<file path="config.mk">
export PLATFORM = sky130hd
export DESIGN_NAME = hwi_status_top
export DESIGN_NICKNAME = d
export VERILOG_FILES = /design/src/hdl/hwi_pkg.sv /design/src/hdl/hwi_status_top.sv /design/src/hdl/hwi_pin_sync.sv
export SDC_FILE = /design/constraint.sdc
export NUM_CORES = 1
export LEC_CHECK = 0
export ABC_CLOCK_PERIOD_IN_PS = 2500
export BUFFER_PORTS_ARGS = -buffer_cell sky130_fd_sc_hd__buf_2
export CAP_MARGIN = 20
export CORE_MARGIN = 4
export CORE_UTILIZATION = 47
export DETAILED_ROUTE_END_ITERATION = 8
export GPL_TIMING_DRIVEN = 0
export PLACE_DENSITY_LB_ADDON = 0.05
export REMOVE_ABC_BUFFERS = 1
export SYNTH_ARGS = -nofsm -noshare
export SYNTH_HDL_FRONTEND = slang
export SYNTH_HIERARCHICAL = 1
export SYNTH_SLANG_ARGS = --single-unit
export TNS_END_PERCENT = 30
</file>
<file path="constraint.sdc">
create_clock -name ref_clk_in -period 2.5 [get_ports ref_clk_in]
set_input_delay 0.5 -clock ref_clk_in [delete_from_list [all_inputs] [get_ports ref_clk_in]]
set_output_delay 0.5 -clock ref_clk_in [all_outputs]
set_load 0.01 [all_outputs]
</file>
<file path="src/hdl/hwi_pkg.sv">
// constants, field layout and state type of the hardware interrupt status block
package hwi_pkg;
   localparam int unsigned    HWI_DATA_W      = 16;
   localparam int unsigned    HWI_ADDR_W      = 16;
   localparam int unsigned    HWI_TADDR_W     = 6;
   localparam logic [15:0]    HWI_PEND_OFFS   = 16'h0006;
   localparam logic [15:0]    HWI_EN_OFFS     = 16'h0010;
   localparam logic [15:0]    HWI_OEN_OFFS    = 16'h0011;
   localparam int unsigned    HWI_MON_TAG_BIT = 6;
   localparam int unsigned    HWI_CTL_TAG_BIT = 5;
   localparam int unsigned    HWI_T2_PAR_BIT  = 4;
   localparam int unsigned    HWI_T1_PAR_BIT  = 3;
   localparam int unsigned    HWI_TERM_SUM_BIT = 2;
   localparam int unsigned    HWI_MON_SUM_BIT = 1;
   localparam int unsigned    HWI_CTL_SUM_BIT = 0;
   localparam logic           HWI_PAR_FAIL_RST = 1'b1;
   localparam logic           HWI_TAG_RST     = 1'b0;
   localparam logic [2:0]     HWI_SUM_RST     = 3'h0;
   localparam logic [3:0]     HWI_EN_RST      = 4'h0;
   localparam logic [2:0]     HWI_LOW_ZERO    = 3'h0;

   typedef struct packed {
      logic                   mon_tag;
      logic                   ctl_tag;
      logic                   t2_fail;
      logic                   t1_fail;
      logic [2:0]             sums;
      logic [3:0]             en;
      logic [3:0]             oen;
      logic                   mr_prev;
      logic [HWI_TADDR_W-1:0] t1_stat;
      logic [HWI_TADDR_W-1:0] t2_stat;
      logic [HWI_DATA_W-1:0]  rdata;
      logic                   rvalid;
      logic                   irq;
   } hwi_state_type;
endpackage : hwi_pkg

</file>
<file path="src/hdl/hwi_status_top.sv">
// hardware interrupt pending, enable and output enable registers, low bits
`timescale 1ns/1ps
module hwi_status_top #(
   parameter int unsigned DATA_W = hwi_pkg::HWI_DATA_W
) (
   // clock and reset
   input  wire logic                             ref_clk_in,
   input  wire logic                             rst_in,
   // device pins
   input  wire logic                             master_reset_n_in,
   input  wire logic                             term1_enable_pin_in,
   input  wire logic                             term2_enable_pin_in,
   input  wire logic [hwi_pkg::HWI_TADDR_W-1:0]  term1_addr_pins_in,
   input  wire logic [hwi_pkg::HWI_TADDR_W-1:0]  term2_addr_pins_in,
   // time tag events
   input  wire logic                             mon_tag_incr_in,
   input  wire logic [15:0]                      mon_tag_count_in,
   input  wire logic [15:0]                      mon_tag_match_value_in,
   input  wire logic                             ctl_tag_incr_in,
   input  wire logic [15:0]                      ctl_tag_count_in,
   input  wire logic [15:0]                      ctl_tag_match_value_in,
   // per-function pending registers
   input  wire logic [15:0]                      terminals_pending_in,
   input  wire logic [15:0]                      monitor_pending_in,
   input  wire logic [15:0]                      controller_pending_in,
   // host register port
   input  wire logic [hwi_pkg::HWI_ADDR_W-1:0]   host_addr_in,
   input  wire logic                             host_wr_in,
   input  wire logic                             host_rd_in,
   input  wire logic [DATA_W-1:0]                host_wdata_in,
   output logic      [DATA_W-1:0]                host_rdata_out,
   output logic                                  host_rvalid_out,
   // status out
   output logic      [hwi_pkg::HWI_TADDR_W-1:0]  term1_op_status_out,
   output logic      [hwi_pkg::HWI_TADDR_W-1:0]  term2_op_status_out,
   output logic                                  hw_irq_out
);
   import hwi_pkg::*;

   localparam int unsigned SYNC_W = 3 + 2 * HWI_TADDR_W;

   hwi_state_type          q;
   hwi_state_type          d;
   logic [SYNC_W-1:0]      sync_lvl;
   logic                   mr_sync;
   logic                   t1_en_sync;
   logic                   t2_en_sync;
   logic [HWI_TADDR_W-1:0] t1_addr_sync;
   logic [HWI_TADDR_W-1:0] t2_addr_sync;
   logic                   mr_rise;
   logic                   rd_pend;
   logic                   wr_en;
   logic                   wr_oen;
   logic                   mon_hit;
   logic                   ctl_hit;
   logic [3:0]             pend_hi;
   logic [DATA_W-1:0]      pend_word;

   generate
      if (DATA_W < HWI_MON_TAG_BIT + 1 || DATA_W > HWI_DATA_W) begin : g_chk
         $error("hwi_status_top data width cannot hold the register bits");
      end
   endgenerate

   // odd parity is good, so an even count of ones is a failure
   function automatic logic par_fail(input logic [HWI_TADDR_W-1:0] bits);
      return ~(^bits);
   endfunction : par_fail

   function automatic logic addr_is(input logic [HWI_ADDR_W-1:0] a, input logic [15:0] offs);
      return a == offs;
   endfunction : addr_is

   hwi_pin_sync #(
      .WIDTH (SYNC_W)
   ) u_pins (
      .ref_clk_in           (ref_clk_in),
      .rst_in               (rst_in),
      .pin_in               ({master_reset_n_in, term1_enable_pin_in, term2_enable_pin_in,
                              term1_addr_pins_in, term2_addr_pins_in}),
      .level_out            (sync_lvl)
   );

   assign {mr_sync, t1_en_sync, t2_en_sync, t1_addr_sync, t2_addr_sync} = sync_lvl;
   assign mr_rise = mr_sync & ~q.mr_prev;
   assign rd_pend = host_rd_in & addr_is(host_addr_in, HWI_PEND_OFFS);
   assign wr_en   = host_wr_in & addr_is(host_addr_in, HWI_EN_OFFS);
   assign wr_oen  = host_wr_in & addr_is(host_addr_in, HWI_OEN_OFFS);
   assign mon_hit = mon_tag_incr_in & (mon_tag_count_in == mon_tag_match_value_in);
   assign ctl_hit = ctl_tag_incr_in & (ctl_tag_count_in == ctl_tag_match_value_in);
   assign pend_hi = {q.mon_tag, q.ctl_tag, q.t2_fail, q.t1_fail};

   always_comb begin
      pend_word = '0;
      pend_word[HWI_MON_TAG_BIT:HWI_T1_PAR_BIT] = pend_hi;
      pend_word[HWI_TERM_SUM_BIT:HWI_CTL_SUM_BIT] = q.sums;
   end

   always_comb begin
      d         = q;
      d.mr_prev = mr_sync;
      d.rvalid  = host_rd_in;
      // reading the pending register clears the tag flags; a match in the same cycle wins
      if (rd_pend) begin
         d.mon_tag = 1'b0;
         d.ctl_tag = 1'b0;
      end
      if (mon_hit) begin
         d.mon_tag = 1'b1;
      end
      if (ctl_hit) begin
         d.ctl_tag = 1'b1;
      end
      // parity flags hold their reset value until the reset pin releases
      if (!mr_sync) begin
         d.t1_fail = HWI_PAR_FAIL_RST;
         d.t2_fail = HWI_PAR_FAIL_RST;
      end else if (mr_rise) begin
         d.t1_stat = t1_addr_sync;
         d.t2_stat = t2_addr_sync;
         d.t1_fail = t1_en_sync & par_fail(t1_addr_sync);
         d.t2_fail = t2_en_sync & par_fail(t2_addr_sync);
      end
      d.sums[HWI_TERM_SUM_BIT] = |terminals_pending_in;
      d.sums[HWI_MON_SUM_BIT]  = |monitor_pending_in;
      d.sums[HWI_CTL_SUM_BIT]  = |controller_pending_in;
      // low three bits are not stored, so they can never be written
      if (wr_en) begin
         d.en = host_wdata_in[HWI_MON_TAG_BIT:HWI_T1_PAR_BIT];
      end
      if (wr_oen) begin
         d.oen = host_wdata_in[HWI_MON_TAG_BIT:HWI_T1_PAR_BIT];
      end
      if (!host_rd_in) begin
         d.rdata = q.rdata;
      end else if (addr_is(host_addr_in, HWI_PEND_OFFS)) begin
         d.rdata = HWI_DATA_W'(pend_word);
      end else if (addr_is(host_addr_in, HWI_EN_OFFS)) begin
         d.rdata = '0;
         d.rdata[HWI_MON_TAG_BIT:HWI_T1_PAR_BIT] = q.en;
      end else if (addr_is(host_addr_in, HWI_OEN_OFFS)) begin
         d.rdata = '0;
         d.rdata[HWI_MON_TAG_BIT:HWI_T1_PAR_BIT] = q.oen;
      end else begin
         d.rdata = '0;
      end
      // summary bits have no enable, so only bits 6..3 may raise the output
      d.irq = |(pend_hi & q.en & q.oen);
   end

   always_ff @(posedge ref_clk_in or posedge rst_in) begin
      if (rst_in) begin
         q         <= '0;
         q.mon_tag <= HWI_TAG_RST;
         q.ctl_tag <= HWI_TAG_RST;
         q.t1_fail <= HWI_PAR_FAIL_RST;
         q.t2_fail <= HWI_PAR_FAIL_RST;
         q.sums    <= HWI_SUM_RST;
         q.en      <= HWI_EN_RST;
         q.oen     <= HWI_EN_RST;
      end else begin
         q <= d;
      end
   end

   assign host_rdata_out      = q.rdata[DATA_W-1:0];
   assign host_rvalid_out     = q.rvalid;
   assign term1_op_status_out = q.t1_stat;
   assign term2_op_status_out = q.t2_stat;
   assign hw_irq_out          = q.irq;
endmodule : hwi_status_top

</file>
<file path="src/hdl/hwi_pin_sync.sv">
// three-stage synchroniser for pin inputs, output moves when stages two and three agree
`timescale 1ns/1ps
module hwi_pin_sync #(
   parameter int unsigned WIDTH = 1
) (
   // clock and reset
   input  wire logic             ref_clk_in,
   input  wire logic             rst_in,
   // pins
   input  wire logic [WIDTH-1:0] pin_in,
   // synchronised level
   output logic      [WIDTH-1:0] level_out
);
   typedef struct packed {
      logic [WIDTH-1:0] s1;
      logic [WIDTH-1:0] s2;
      logic [WIDTH-1:0] s3;
      logic [WIDTH-1:0] lvl;
   } hwi_sync_type;

   hwi_sync_type q;
   hwi_sync_type d;

   generate
      if (WIDTH < 1) begin : g_chk
         $error("hwi_pin_sync width must be at least one");
      end
   endgenerate

   always_comb begin
      d    = q;
      d.s1 = pin_in;
      d.s2 = q.s1;
      d.s3 = q.s2;
      // per bit: only a level seen twice in a row is trusted
      d.lvl = (q.s2 & q.s3) | (q.lvl & (q.s2 ^ q.s3));
   end

   always_ff @(posedge ref_clk_in or posedge rst_in) begin
      if (rst_in) begin
         q <= '0;
      end else begin
         q <= d;
      end
   end

   assign level_out = q.lvl;
endmodule : hwi_pin_sync

</file>
==> reports/qor.csv <==
stage,metric,value,unit
logic_synthesis,synth.distinct_cells,30,
grt,gr-total-overflow,0,
finish,drive_above_1_share,0.473,
critical_path,crit_path_start_kind,input pin,
route,initialDrtViolationCount,52,
grt,antenna_found_initial,0,
cts,clkSinkCount,97,
route,vias,2712,
floorplanning,die_w,102,um
logic_synthesis,ys_seq_elements,97,
finish,area_delta_synth_final,22.2,%
worst_hold_path,hold_class,in -> async,
timing,drv_slew,0,
cts,worstSkewPairLatency,0.35,ns
critical_path,critPathKind,in -> reg,
timing,hold_violations,0,
logic_synthesis,netlist_area,4160,um2
run,maxCapViolations,0,
finish,final_common_cell,buf_2,
cts,cts_tree,yes,
finish,antenna_cells,0,
critical_path,cp_max_fo,6,
cts,clock_tree.root_cell,clkbuf_8,
cts,postCtsSetupRepairBufs,0,
logic_synthesis,synthCells,309,
place,gp_congestion,0.785,
critical_path,arrival,1.97,ns
critical_path,reg2reg_depth,3,
logic_synthesis,ys_seq_area_frac,0.584,
place,portBuffers,173,
grt,grt_max_degree,39,
place,dpl.hpwl,6310,um
route,drc_errors,0,
critical_path,end_kind,flip-flop,
power,power_density,642,nW/um2
floorplanning,fp-row-count,34,
power,power_leakage,0.00265,uW
power,ir_drop,0.348,mV
timing,min_period_over_period,0.690,
grt,grt_pass1_wl,12800,um
status,status,finished clean,
finish,layout.nets,638,
floorplanning,dieArea,10400,um2
logic_synthesis,syn_area_per_cell,13.5,um2
cts,clockBufferDepth,2,
finish,final_cells,571,
logic_synthesis,yosysWarnings,6,
timing,finalSetupViolCount,0,
route,first_pass_iters,4,
critical_path,required,2.74,ns
route,ant_nets,0,
timing,fin_tns_setup,0,ns
finish,multiInputGateArea,1410,um2
floorplanning,ios,195,
cts,cts_resized,0,
grt,grt_util_all_layers,0.158,
timing,relSlewSlack,0.481,
floorplanning,chipHeight,102,um
cts,clk_pin_slew_worst_paths,0.11,ns
finish,layout_common_cells,"buf_2 (173), dfrtp_1 (95), xor2_1 (32)",
place,dp.cells,555,
timing,min_period,1.73,ns
timing,fmax,580,MHz
finish,nFillCells,739,
grt,grt_pass1_vias,2890,
route,post_drt_wl_per_cell,13.7,um
cts,numCtsBuffers,9,
timing,rsz0062_at_grt,no,
floorplanning,core,8680,um2
cts,h-tree-depth,3,
finish,regArea,2430,um2
timing,finalClockSkew,0.0124,ns
timing,tightest_slew,0.777,ns
route,via_per_inst,4.75,
floorplanning,initial_core_util,0.480,
route,routed_wl,7850,um
cts,postCtsHoldBufs,0,
[per-stage QoR]
step	utilization	cell area, um2	setup slack, ns	hold WS [ns]	power (uW)
final	0.586	5090	0.774	0.158	3260
after global routing	0.586	5090	0.692	0.190	3460
after CTS	0.586	5090	0.761	0.161	3330
after detailed placement	0.564	4890	0.373	0.335	2350
after global placement	0.560	4860	-0.203	0.332	2320
after floorplan	-	3860	0.515	0.331	2070
[state kept, by name, indices dropped and copies added, names as in the netlist]
register and flops:
host_rvalid_out 1, u_pins/level_out 15, u_pins/q 15, u_pins/d 30
hw_irq_out 1, pend_hi 4, pend_word 3, host_rdata_out 7
term2_op_status_out 6, term1_op_status_out 6, q 9
[path summary, 6_finish.rpt]
path | from | end | slack, ns
max | host_addr_in[6] | q[36] | 0.77
min | rst_in | u_pins/d[41] | 0.16
max reg2reg | u_pins/level_out[14] | term2_op_status_out[4] | 0.86
min reg2reg | u_pins/d[39] | u_pins/d[24] | 0.35
max in group asynchronous | rst_in | term2_op_status_out[4] | 1.70
min in group ref_clk_in | term2_addr_pins_in[2] | u_pins/d[32] | 0.24
[power by group]
| group | internal, uW | switching, uW | leakage, uW |
|---|---|---|---|
| clock network | 391 | 576 | 0.000101 |
| logic | 280 | 232 | 0.00137 |
| registers | 1710 | 77.2 | 0.00118 |
[cell usage after synthesis, drive strengths merged]
library cell / count / area share
nor2: 2 / 0.0018
mux2: 20 / 0.054
a31oi: 1 / 0.0015
o311ai: 2 / 0.0042
nand4: 4 / 0.0096
nor3: 8 / 0.015
inv: 6 / 0.0054
conb: 1 / 0.00090
and3: 1 / 0.0015
dfrtp: 95 / 0.57
a21o: 15 / 0.027
xnor2: 10 / 0.021
nor2b: 1 / 0.0015
nor4bb: 1 / 0.0024
buf: 45 / 0.080
ha: 15 / 0.045
a221o: 4 / 0.0096
o21ai: 4 / 0.0048
nand3: 8 / 0.0096
nand2: 4 / 0.0036
nor4: 21 / 0.035
mux2i: 4 / 0.0096
dfstp: 2 / 0.013
xor2: 32 / 0.067
a22o: 3 / 0.0063
[final cells by class]
cell class | instances | share of cell area
flip-flops and latches | 97 | 0.478
multi-input cells | 169 | 0.277
repair buffers | 175 | 0.176
well taps | 108 | 0.0266
clock buffers | 9 | 0.0243
clock inverters | 7 | 0.0138
inverters | 6 | 0.00443
[cells by family (layout without fill, tap and decap cells)]
kind of cell	count (synthesis)	count (layout)	synth area share
buffers and inverters	51	197	0.0853
multiplexers	24	24	0.0637
AND/OR/NAND/NOR	50	50	0.0796
AO/OA/AOI/OAI	29	29	0.0535
flip-flops	97	97	0.584
other	1	9	0.000901
adder cells (fa/ha/maj)	15	15	0.0451
XOR/XNOR	42	42	0.0883
[critical path, cell delays in order]
cell     delay, ns
buf_2         0.10
nor4_2        0.41
nand4_4       0.24
nor3_4        0.34
mux2_2        0.37
[per-layer routing]
metal / vias up / part of all wire / GRT usage
li1: 1332 / - / -
met1: 1261 / 0.39 / 0.182
met2: 113 / 0.52 / 0.286
met3: 6 / 0.090 / 0.0471
met4: 0 / 0.0080 / 0.0394
met5: - / 0 / 0
No activity file was read; power rests on OpenSTA's default activity.
